[src/rtl/pll_holdover_map.vh]
// register offsets, field positions and reset values of the holdover controller
`ifndef PLL_HOLDOVER_MAP_VH
`define PLL_HOLDOVER_MAP_VH

`define ADDR_W 10
`define REG_LOCK_DET 10'h018
`define REG_LD_PIN_SEL 10'h01A
`define REG_REFERENCE_MONITOR_PIN_SEL 10'h01B
`define REG_REF_CTRL 10'h01C
`define REG_HOLDOVER 10'h01D
`define REG_STATUS 10'h01F

`define LOCK_CNT_MSB 6
`define LOCK_CNT_LSB 5
`define LOCK_WIN_BIT 4
`define DLD_DIS_BIT 3

`define LD_SEL_MSB 5
`define LD_SEL_LSB 0
`define REF_EXT_THR_BIT 6
`define LD_SEL_CUR_SRC 6'h04
`define LD_SEL_DLD 6'h01

`define REFERENCE_MONITOR_PIN_PRIMARY_REFERENCE_N 8'hF7
`define REFERENCE_MONITOR_PIN_DLD 8'h01
`define REFERENCE_MONITOR_PIN_LDCMP 8'h02

`define REF_SEL_BIT 0
`define REF_BUF_MSB 2
`define REF_BUF_LSB 1
`define FB_CLK_IN_BIT 3

`define HO_EN_A_BIT 0
`define HO_EXT_BIT 1
`define HO_EN_B_BIT 2
`define LDCMP_EN_BIT 3

`define LOCK_CNT_CODE0 8'h05
`define RST_REG8 8'h00

`endif

[src/rtl/pll_holdover_controller.v]
// holdover control, digital lock detect, lock pin, reference monitors and registers
// Operation
// - holdover puts the charge pump in high impedance, never constant pumping.
// - both holdover enable bits must be set; otherwise no holdover of any kind.
// - manual mode enters high impedance on a falling edge of the align pin.
// - manual exit waits for pin high and next reference-path detector edge.
// - feedback B counter resets on that same release edge; prescaler untouched.
// - automatic mode enters high impedance when the sensed lock level is low.
// - comparator enable cleared makes the lock pin read as high; the status pin comparator route still passes the raw pin level.
// - automatic holdover persists while no reference edge arrives.
// - re-entry waits for relock, and pin charge when comparator is on.
// - holdover follows the selected reference; in automatic mode switchover holds until next edge.
// - two-bit counter code sets consecutive in-window cycles; 00 means five.
// - lock detect disable bit must be zero; automatic holdover needs it.
// - pin select code 000100 gives current-source lock detect mode.
// - external control bit zero selects automatic, one selects pin-driven holdover.
// - lock window bit zero selects the high range thresholds.
// - three monitors flag slow references and VCO, or clock input as feedback.
// - reference monitors have normal/extended thresholds; three status bits.
// - pin select 0xF7 routes primary reference status, active low, out.
// - reference buffer field 11 enables both reference input buffers.
// - lock stays flagged until one cycle exceeds the unlock threshold.
//
// The implementer's own choices: the placing of the registers and the plain strobed port.
`include "pll_holdover_map.vh"

module pll_holdover_controller #(
   parameter PW = 8,
   parameter LOCK_THR_HI = 8'h20,
   parameter UNLOCK_THR_HI = 8'h40,
   parameter LOCK_THR_LO = 8'h08,
   parameter UNLOCK_THR_LO = 8'h10,
   parameter [7:0] LOCK_CNT1 = 8'h10,
   parameter [7:0] LOCK_CNT2 = 8'h40,
   parameter [7:0] LOCK_CNT3 = 8'hFF,
   parameter MW = 12,
   parameter [11:0] REF_THR_NORM = 12'h100,
   parameter [11:0] REF_THR_EXT = 12'h800,
   parameter [11:0] VCO_THR = 12'h040
) (
   // clock and reset
   input wire clk_sys,
   input wire reset,
   // register port
   input wire [`ADDR_W-1:0] reg_addr,
   input wire [7:0] reg_wdata,
   input wire reg_wr,
   input wire reg_rd,
   output reg [7:0] reg_rdata_ff,
   // phase detector events
   input wire pfd_ref_edge,
   input wire pfd_cycle,
   input wire [PW-1:0] pfd_phase_diff,
   // align request pin, active low
   input wire align_req_n,
   // lock indicator pin
   input wire lock_indicator_pin_level,
   output reg lock_pin_out_ff,
   output reg lock_pin_oe_ff,
   output reg lock_pin_src_on_ff,
   // monitor ticks
   input wire primary_ref_tick,
   input wire secondary_ref_tick,
   input wire vco_tick,
   input wire clk_in_tick,
   // loop controls
   output reg charge_pump_hiz_ff,
   output reg b_counter_reset_ff,
   output reg digital_lock_flag_ff,
   output reg reference_monitor_pin_ff,
   output reg ref_select_ff,
   output reg [1:0] ref_buf_en_ff
);

   localparam ST_IDLE = 2'd0;
   localparam ST_HOLD = 2'd1;
   localparam ST_REARM = 2'd2;

   // lock count for each code of the two-bit field
   function [7:0] lock_target;
      input [1:0] code;
      begin
         case (code)
            2'd0: lock_target = `LOCK_CNT_CODE0;
            2'd1: lock_target = LOCK_CNT1;
            2'd2: lock_target = LOCK_CNT2;
            default: lock_target = LOCK_CNT3;
         endcase
      end
   endfunction

   // a monitor is slow once its count has reached the threshold
   function slow_flag;
      input [MW-1:0] cnt;
      input [MW-1:0] thr;
      begin
         slow_flag = cnt >= thr;
      end
   endfunction

   // cycles since last tick, saturating
   function [MW-1:0] mon_count;
      input tick;
      input [MW-1:0] cnt;
      begin
         if (tick) begin
            mon_count = {MW{1'b0}};
         end else if (&cnt) begin
            mon_count = cnt;
         end else begin
            mon_count = cnt + 1'b1;
         end
      end
   endfunction

   reg [7:0] lock_det_ff;
   reg [7:0] ld_sel_ff;
   reg [7:0] reference_monitor_pin_sel_ff;
   reg [7:0] ref_ctrl_ff;
   reg [7:0] holdover_ff;
   reg [7:0] lock_cnt_ff;
   reg [7:0] nxt_lock_cnt;
   reg nxt_dld;
   reg [1:0] state_ff;
   reg [1:0] nxt_state;
   reg nxt_hiz;
   reg nxt_brst;
   reg align_prev_ff;
   reg ref_sel_prev_ff;
   reg [MW-1:0] primary_reference_cnt_ff;
   reg [MW-1:0] secondary_reference_cnt_ff;
   reg [MW-1:0] vco_cnt_ff;
   reg primary_reference_slow_ff;
   reg secondary_reference_slow_ff;
   reg vco_slow_ff;
   reg [7:0] nxt_rdata;
   reg nxt_reference_monitor_pin;
   reg nxt_pin_src;
   reg nxt_pin_oe;
   reg nxt_pin_out;

   wire ho_enabled;
   wire ext_mode;
   wire dld_disabled;
   wire high_range;
   wire [PW-1:0] lock_thr;
   wire [PW-1:0] unlock_thr;
   wire lock_sensed;
   wire align_fall;
   wire switchover;
   wire auto_trig;
   wire [MW-1:0] ref_thr;
   wire fb_tick;
   wire [7:0] status_word;

   assign ho_enabled = holdover_ff[`HO_EN_A_BIT] & holdover_ff[`HO_EN_B_BIT];
   assign ext_mode = holdover_ff[`HO_EXT_BIT];
   assign dld_disabled = lock_det_ff[`DLD_DIS_BIT];
   assign high_range = ~lock_det_ff[`LOCK_WIN_BIT];
   assign lock_thr = high_range ? LOCK_THR_HI : LOCK_THR_LO;
   assign unlock_thr = high_range ? UNLOCK_THR_HI : UNLOCK_THR_LO;
   // a disabled comparator reads the pin as locked
   assign lock_sensed = ~holdover_ff[`LDCMP_EN_BIT] | lock_indicator_pin_level;
   assign align_fall = align_prev_ff & ~align_req_n;
   // a new selection has no valid detector edge until the new reference arrives
   assign switchover = ref_sel_prev_ff != ref_ctrl_ff[`REF_SEL_BIT];
   // automatic holdover only runs with the digital lock detector on
   assign auto_trig = ~ext_mode & ~dld_disabled & (~lock_sensed | switchover);
   // the extended threshold bit sits in the lock pin select register
   assign ref_thr = ld_sel_ff[`REF_EXT_THR_BIT] ? REF_THR_EXT : REF_THR_NORM;
   assign fb_tick = ref_ctrl_ff[`FB_CLK_IN_BIT] ? clk_in_tick : vco_tick;

   // read-only status word
   assign status_word = {
      2'b00,
      lock_sensed,
      charge_pump_hiz_ff,
      vco_slow_ff,
      secondary_reference_slow_ff,
      primary_reference_slow_ff,
      digital_lock_flag_ff
   };

   // register writes
   always @(posedge clk_sys) begin
      if (reset) begin
         lock_det_ff <= `RST_REG8;
         ld_sel_ff <= `RST_REG8;
         reference_monitor_pin_sel_ff <= `RST_REG8;
         ref_ctrl_ff <= `RST_REG8;
         holdover_ff <= `RST_REG8;
      end else if (reg_wr) begin
         case (reg_addr)
            `REG_LOCK_DET: lock_det_ff <= reg_wdata;
            `REG_LD_PIN_SEL: ld_sel_ff <= reg_wdata;
            `REG_REFERENCE_MONITOR_PIN_SEL: reference_monitor_pin_sel_ff <= reg_wdata;
            `REG_REF_CTRL: ref_ctrl_ff <= reg_wdata;
            `REG_HOLDOVER: holdover_ff <= {4'h0, reg_wdata[3:0]};
            default: ;
         endcase
      end
   end

   // read data stand only in the cycle after the strobe
   always @* begin
      nxt_rdata = 8'h00;
      if (reg_rd) begin
         case (reg_addr)
            `REG_LOCK_DET: nxt_rdata = lock_det_ff;
            `REG_LD_PIN_SEL: nxt_rdata = ld_sel_ff;
            `REG_REFERENCE_MONITOR_PIN_SEL: nxt_rdata = reference_monitor_pin_sel_ff;
            `REG_REF_CTRL: nxt_rdata = ref_ctrl_ff;
            `REG_HOLDOVER: nxt_rdata = holdover_ff;
            `REG_STATUS: nxt_rdata = status_word;
            default: nxt_rdata = 8'h00;
         endcase
      end
   end

   // digital lock detect with hysteresis between lock and unlock windows
   always @* begin
      nxt_lock_cnt = lock_cnt_ff;
      nxt_dld = digital_lock_flag_ff;
      if (dld_disabled) begin
         nxt_lock_cnt = 8'h00;
         nxt_dld = 1'b0;
      end else if (pfd_cycle) begin
         if (digital_lock_flag_ff) begin
            if (pfd_phase_diff > unlock_thr) begin
               nxt_dld = 1'b0;
               nxt_lock_cnt = 8'h00;
            end
         end else if (pfd_phase_diff < lock_thr) begin
            nxt_lock_cnt = lock_cnt_ff + 8'h01;
            if (nxt_lock_cnt >= lock_target(lock_det_ff[`LOCK_CNT_MSB:`LOCK_CNT_LSB])) begin
               nxt_dld = 1'b1;
            end
         end else begin
            nxt_lock_cnt = 8'h00;
         end
      end
   end

   // holdover sequencing; high impedance replaces any pump drive
   always @* begin
      nxt_state = state_ff;
      nxt_hiz = charge_pump_hiz_ff;
      nxt_brst = 1'b0;
      if (!ho_enabled) begin
         nxt_state = ST_IDLE;
         nxt_hiz = 1'b0;
      end else begin
         case (state_ff)
            ST_IDLE: begin
               if (ext_mode ? align_fall : auto_trig) begin
                  nxt_state = ST_HOLD;
                  nxt_hiz = 1'b1;
               end
            end
            ST_HOLD: begin
               // no reference edge means no release
               if (pfd_ref_edge && (!ext_mode || align_req_n)) begin
                  nxt_state = ext_mode ? ST_IDLE : ST_REARM;
                  nxt_hiz = 1'b0;
                  nxt_brst = 1'b1;
               end
            end
            // holding off re-entry keeps lock chatter from retriggering holdover
            ST_REARM: begin
               if (ext_mode || (digital_lock_flag_ff && lock_sensed)) begin
                  nxt_state = ST_IDLE;
               end
            end
            default: begin
               nxt_state = ST_IDLE;
               nxt_hiz = 1'b0;
            end
         endcase
      end
   end

   // status pin routing
   always @* begin
      case (reference_monitor_pin_sel_ff)
         `REFERENCE_MONITOR_PIN_PRIMARY_REFERENCE_N: nxt_reference_monitor_pin = primary_reference_slow_ff;
         `REFERENCE_MONITOR_PIN_DLD: nxt_reference_monitor_pin = digital_lock_flag_ff;
         `REFERENCE_MONITOR_PIN_LDCMP: nxt_reference_monitor_pin = lock_indicator_pin_level;
         default: nxt_reference_monitor_pin = 1'b0;
      endcase
   end

   // lock pin drive; any code other than the two known ones releases the pin
   always @* begin
      nxt_pin_src = 1'b0;
      nxt_pin_oe = 1'b0;
      nxt_pin_out = 1'b0;
      case (ld_sel_ff[`LD_SEL_MSB:`LD_SEL_LSB])
         `LD_SEL_CUR_SRC: begin
            // current source charges the capacitor while locked, shorts it otherwise
            nxt_pin_src = nxt_dld;
            nxt_pin_oe = ~nxt_dld;
         end
         `LD_SEL_DLD: begin
            nxt_pin_oe = 1'b1;
            nxt_pin_out = nxt_dld;
         end
         default: begin
            nxt_pin_src = 1'b0;
         end
      endcase
   end

   // register read answer and lock detect state
   always @(posedge clk_sys) begin
      if (reset) begin
         reg_rdata_ff <= 8'h00;
         lock_cnt_ff <= 8'h00;
         digital_lock_flag_ff <= 1'b0;
      end else begin
         reg_rdata_ff <= nxt_rdata;
         lock_cnt_ff <= nxt_lock_cnt;
         digital_lock_flag_ff <= nxt_dld;
      end
   end

   // holdover state; the align history resets high so leaving reset with the pin high is no edge
   always @(posedge clk_sys) begin
      if (reset) begin
         state_ff <= ST_IDLE;
         charge_pump_hiz_ff <= 1'b0;
         b_counter_reset_ff <= 1'b0;
         align_prev_ff <= 1'b1;
         ref_sel_prev_ff <= 1'b0;
      end else begin
         state_ff <= nxt_state;
         charge_pump_hiz_ff <= nxt_hiz;
         b_counter_reset_ff <= nxt_brst;
         align_prev_ff <= align_req_n;
         ref_sel_prev_ff <= ref_ctrl_ff[`REF_SEL_BIT];
      end
   end

   // frequency monitors; a slow flag trails its count by one cycle
   always @(posedge clk_sys) begin
      if (reset) begin
         primary_reference_cnt_ff <= {MW{1'b0}};
         secondary_reference_cnt_ff <= {MW{1'b0}};
         vco_cnt_ff <= {MW{1'b0}};
         primary_reference_slow_ff <= 1'b0;
         secondary_reference_slow_ff <= 1'b0;
         vco_slow_ff <= 1'b0;
      end else begin
         primary_reference_cnt_ff <= mon_count(primary_ref_tick, primary_reference_cnt_ff);
         secondary_reference_cnt_ff <= mon_count(secondary_ref_tick, secondary_reference_cnt_ff);
         vco_cnt_ff <= mon_count(fb_tick, vco_cnt_ff);
         primary_reference_slow_ff <= slow_flag(primary_reference_cnt_ff, ref_thr);
         secondary_reference_slow_ff <= slow_flag(secondary_reference_cnt_ff, ref_thr);
         vco_slow_ff <= slow_flag(vco_cnt_ff, VCO_THR);
      end
   end

   // pin and reference outputs
   always @(posedge clk_sys) begin
      if (reset) begin
         lock_pin_out_ff <= 1'b0;
         lock_pin_oe_ff <= 1'b0;
         lock_pin_src_on_ff <= 1'b0;
         reference_monitor_pin_ff <= 1'b0;
         ref_select_ff <= 1'b0;
         ref_buf_en_ff <= 2'b00;
      end else begin
         lock_pin_out_ff <= nxt_pin_out;
         lock_pin_oe_ff <= nxt_pin_oe;
         lock_pin_src_on_ff <= nxt_pin_src;
         reference_monitor_pin_ff <= nxt_reference_monitor_pin;
         ref_select_ff <= ref_ctrl_ff[`REF_SEL_BIT];
         ref_buf_en_ff <= ref_ctrl_ff[`REF_BUF_MSB:`REF_BUF_LSB];
      end
   end

endmodule

[config.mk]
export PLATFORM = sky130hd
export DESIGN_NAME = pll_holdover_controller
export DESIGN_NICKNAME = d
export VERILOG_FILES = /design/src/rtl/pll_holdover_controller.v
export VERILOG_INCLUDE_DIRS = /design/src /design/src/rtl
export SDC_FILE = /design/constraint.sdc
export NUM_CORES = 1
export LEC_CHECK = 0
export ABC_AREA = 1
export BUFFER_PORTS_ARGS = -buffer_cell sky130_fd_sc_hd__buf_2
export CORE_MARGIN = 2
export CORE_UTILIZATION = 55
export CTS_CLUSTER_DIAMETER = 200
export DETAILED_ROUTE_END_ITERATION = 7
export PLACE_DENSITY = 0.73
export SLEW_MARGIN = 20
export SYNTH_ARGS = -nofsm -noshare
export SYNTH_HDL_FRONTEND = slang
export SYNTH_SLANG_ARGS = --single-unit
[constraint.sdc]
create_clock -name clk_sys -period 2.55 [get_ports clk_sys]
set_input_delay 0.3825 -clock clk_sys [delete_from_list [all_inputs] [get_ports clk_sys]]
set_output_delay 0.3825 -clock clk_sys [all_outputs]
set_load 0.05 [all_outputs]
==> summary by stage <==
Outcome
The flow ran to the end, and the final reports show no timing, DRC or antenna violations.

Layout
The synthesis-to-layout area growth is 11.13%. In the final layout, the share of cells above drive strength 1 is 0.1350. The leading cell type in the layout, fill and taps excluded is inv_1. The summed area of non-filler cells in the final layout is 5811 sq um. The number of inserted filler cells in the final layout is 860. The repair_antennas step left the layout with diodes totalling 0. In the layout the commonest cells are inv_1, nand2_1, dfxtp_1. The total number of nets in the final design is 836.

Once layout is complete, the utilization of the core stands at 0.6288.

Yosys
The flop and latch count out of synthesis is 104. Synthesis produced a netlist with a net count of 777. For this run, the register share of the synthesized area comes to 0.3982. The count of synthesis-stage warnings from yosys is 0. By area the synthesized netlist is led by dfxtp_1, inv_1, nand2_1. The cell taking the most area after synthesis is dfxtp_1.

The average instance in the mapped netlist occupies 7.323 sq um. The number of different library cells in the post-synthesis netlist is 37. The netlist area before placement is 5229 sq um.

The synthesized netlist cell count is 714. The share of synthesized area in the top cell type comes to 0.3982.

Pwr
The net switching power of the design is 715.5 uW. For this design the static power due to leakage is around 2.5 nW. VDD sags by at most 0.0002958 V. The share of total power in the clock network is 0.356. Of the total power, the share spent switching nets is 0.2581. Of the total power, registers draw 0.591. The internal power is ~2.1 mW. The proportion of power drawn by combinational gates is 0.053.

The total power is 2.772 mW. The ratio of total power to cell area is 477.1 nW/um^2.

Floorplan
The floorplan step defined a core boundary enclosing just over 9000 sq um. The floorplan has 35 rows. The floorplan die height is 101.5 um. The count of pins on the block boundary is 56. The area enclosed by the die boundary is between 10,000 and 15,000 sq um.

The horizontal extent of the die is around 100 um. The effective utilization at floorplan is 0.5659.

Critical path
For the worst setup path, the data arrival time is 2.35 ns. Along the worst path, the maximum fanout reaches 4. The worst setup path is captured at a flip-flop. The cell type with the highest occurrence count on the critical path is nand2_1. The slowest stage cell on the critical path is dfxtp_1. In this design, the stage delay of the slowest critical-path cell is roughly 0.40 ns. Walking the worst path, the cells encountered are ha_1, nand3_1, nand3b_1, xor2_1, inv_1, ha_1, nand2_1, o21a_1, nand2_1, nand2_1, nand2_1, nand2_1, nand2_1, a21oi_1. The class of the most critical setup path is reg -> reg. At the worst endpoint, the required time is 2.81 ns. The category of the worst setup path launch point is a flip-flop.

Clocking
The hold-fix buffer count after cts is 0. The clock tree root driver cell is clkbuf_8. The H-tree was split into 3 levels.

Post-CTS repair changed the size of 0 cells. The CTS buffer count is 9. The clock tree from TritonCTS is done.

The count of buffers added by post-CTS timing repair for setup is 0. The clock transition at the register clock pins on the worst setup and hold paths after CTS is 0.11 ns. The clock insertion delay at the later pin of the skew report is between 0.3 and 0.4 ns. Clock tree synthesis found a total of 104 sinks. Counting along the longest clock path gives a buffer depth of 2.

Drt
The via density per instance is about 5.2. For this block, the via count after detailed routing is between 4k and 5k. After detailed routing, the number of remaining DRC violations is 0. The highest metal layer carrying signal wires in the routed design is met4. The number of antenna-violating nets in the routed design is 0.

In the detailed route, the total length drawn on met3 is 598 um. The routed length on met1 is 5.400 mm. After detailed routing, the average wire length per cell comes to roughly 13 um.

In the detailed route, the total length drawn on met2 is 5.268 mm. The number of detailed-route iterations in the first pass is 4. The number of DRC violations after detailed-routing iteration 0 is about 250. Summed over all layers, the routed wires come to 11.44 mm.

Placement
The congestion estimate from routability-driven global placement came to 0.9400. In this run the tool buffered the top-level ports with 55 buffer cells. The total placed instance area is around 5600 sq um.

After legalization and detailed placement, the total HPWL measured ~8.7 mm.

Timing
The transition time at the pin with the least slew margin is between 0.4 and 0.5 ns. The number of pins with negative max-slew slack in the final report is 0. In this run the tightest slew margin relative to its limit is 0.7073.

The minimum clock period is 2.090 ns. The final clock skew is roughly 0.012 ns. The post-route setup TNS is 0 ns. Setup repair after global routing left no endpoint under its margin.

Of the available clock period, the critical path in the final layout requires 0.8197. The final hold violation count is 0. For this run, the top clock speed supported by timing is ~0.48 GHz.

The setup violation total in the final timing report is 0.

Worst hold path
The class of the tightest hold or removal check is in -> reg.

Global route
The via count of the first global-routing pass was 4,323. In the global route stage, overall resource usage came out at 0.2300. Summed over all layers, the global routing overflow is 0. The number of antenna violations at the first check in global routing is 0. The first global-routing pass estimated 19.14 mm of wire. Entering global routing, the biggest net connects 27 pins.

Flow run
The number of violations of the max-capacitance limit is 0.
metal layers:
metal	track usage	vias to the layer above
met5	0	-
met4	0.08108	0
met3	0.03934	19
met2	0.3816	119
met1	0.3021	2132
li1	-	2427
critical path, delay by kind of cell, from the launching register on:
family	cells	cell delay, ns
AND/OR/NAND/NOR	8	0.65
adder cells (fa/ha/maj)	2	0.48
flip-flops	1	0.40
AO/OA/AOI/OAI	2	0.24
XOR/XNOR	1	0.14
buffers and inverters	1	0.07
final timing paths:
path / startpoint / to / slack, ns / depth (start not counted)
max: lock_cnt_ff[0]$_SDFFE_PP0P_ / lock_pin_oe_ff$_SDFF_PP0_ / 0.46 / 14
min: align_req_n / align_prev_ff$_SDFF_PP1_ / 0.22 / 3
max reg2reg: lock_cnt_ff[0]$_SDFFE_PP0P_ / lock_pin_oe_ff$_SDFF_PP0_ / 0.46 / 14
min reg2reg: ref_ctrl_ff[4]$_SDFFE_PP0P_ / ref_ctrl_ff[4]$_SDFFE_PP0P_ / 0.46 / 2
stage by stage:
| step | hold slack (ns) | setup slack (ns) | std cells |
|---|---|---|---|
| finish | 0.2193 | 0.4596 | 907 |
| global route | 0.2200 | 0.2105 | 907 |
| CTS | 0.2017 | 0.4586 | 907 |
| detailed placement | 0.4413 | 0.4773 | 891 |
| global placement | 0.4390 | 0.5475 | 891 |
| floorplan | 0.4179 | 0.6302 | 714 |
power groups by stage:
stage	clock (mW)	combinational (mW)	sequential (mW)
final	0.988	0.147	1.64
after global routing	1.09	0.165	1.64
after CTS	1.01	0.147	1.64
after detailed placement	0	0.146	1.68
after global placement	0	0.142	1.67
after floorplan	0	0.0762	1.68
synthesized netlist by cell type, drive strengths merged:
master    n
a211oi   17
a21oi    58
a221oi    1
a31oi     4
and2      1
buf       6
clkbuf    4
clkinv    1
dfxtp   104
ha       25
inv     121
nand2   116
nand3    42
nand3b    1
nand4    15
nor2    103
nor3     12
nor4      4
o211ai    2
o21a      1
o21ai    47
o31a      1
o31ai     3
xnor2     5
xor2     20
logic make-up after synthesis:
logic type,share of synthesized area
AO/OA/AOI/OAI,0.1508
buffers and inverters,0.1003
adder cells (fa/ha/maj),0.05982
AND/OR/NAND/NOR,0.2491
XOR/XNOR,0.04188
flip-flops,0.3982
flip-flops by register name, indices dropped and copies added (netlist names):
signal,cells
b_counter_reset_ff,1
state_ff,2
secondary_reference_slow_ff,1
secondary_reference_cnt_ff,12
primary_reference_slow_ff,1
ref_buf_en_ff,2
reference_monitor_pin_sel_ff,8
charge_pump_hiz_ff,1
align_prev_ff,1
lock_cnt_ff,8
digital_lock_flag_ff,1
holdover_ff,4
lock_pin_oe_ff,1
ref_select_ff,1
primary_reference_cnt_ff,12
reference_monitor_pin_ff,1
vco_cnt_ff,12
lock_pin_src_on_ff,1
lock_pin_out_ff,1
lock_det_ff,8
vco_slow_ff,1
ld_sel_ff,8
ref_ctrl_ff,8
reg_rdata_ff,8
layout make-up:
class / count / area, sq um / area share
Sequential cell: 104 / 2082 / 0.3583
Tap cell: 129 / 161.4 / 0.02778
Clock inverter: 7 / 63.81 / 0.01098
Clock buffer: 9 / 123.9 / 0.02132
Multi-Input combinational cell: 478 / 2623 / 0.4513
Inverter: 122 / 459.2 / 0.07903
Timing Repair Buffer: 58 / 297.8 / 0.05125
No activity file was read; power rests on OpenSTA's default activity.
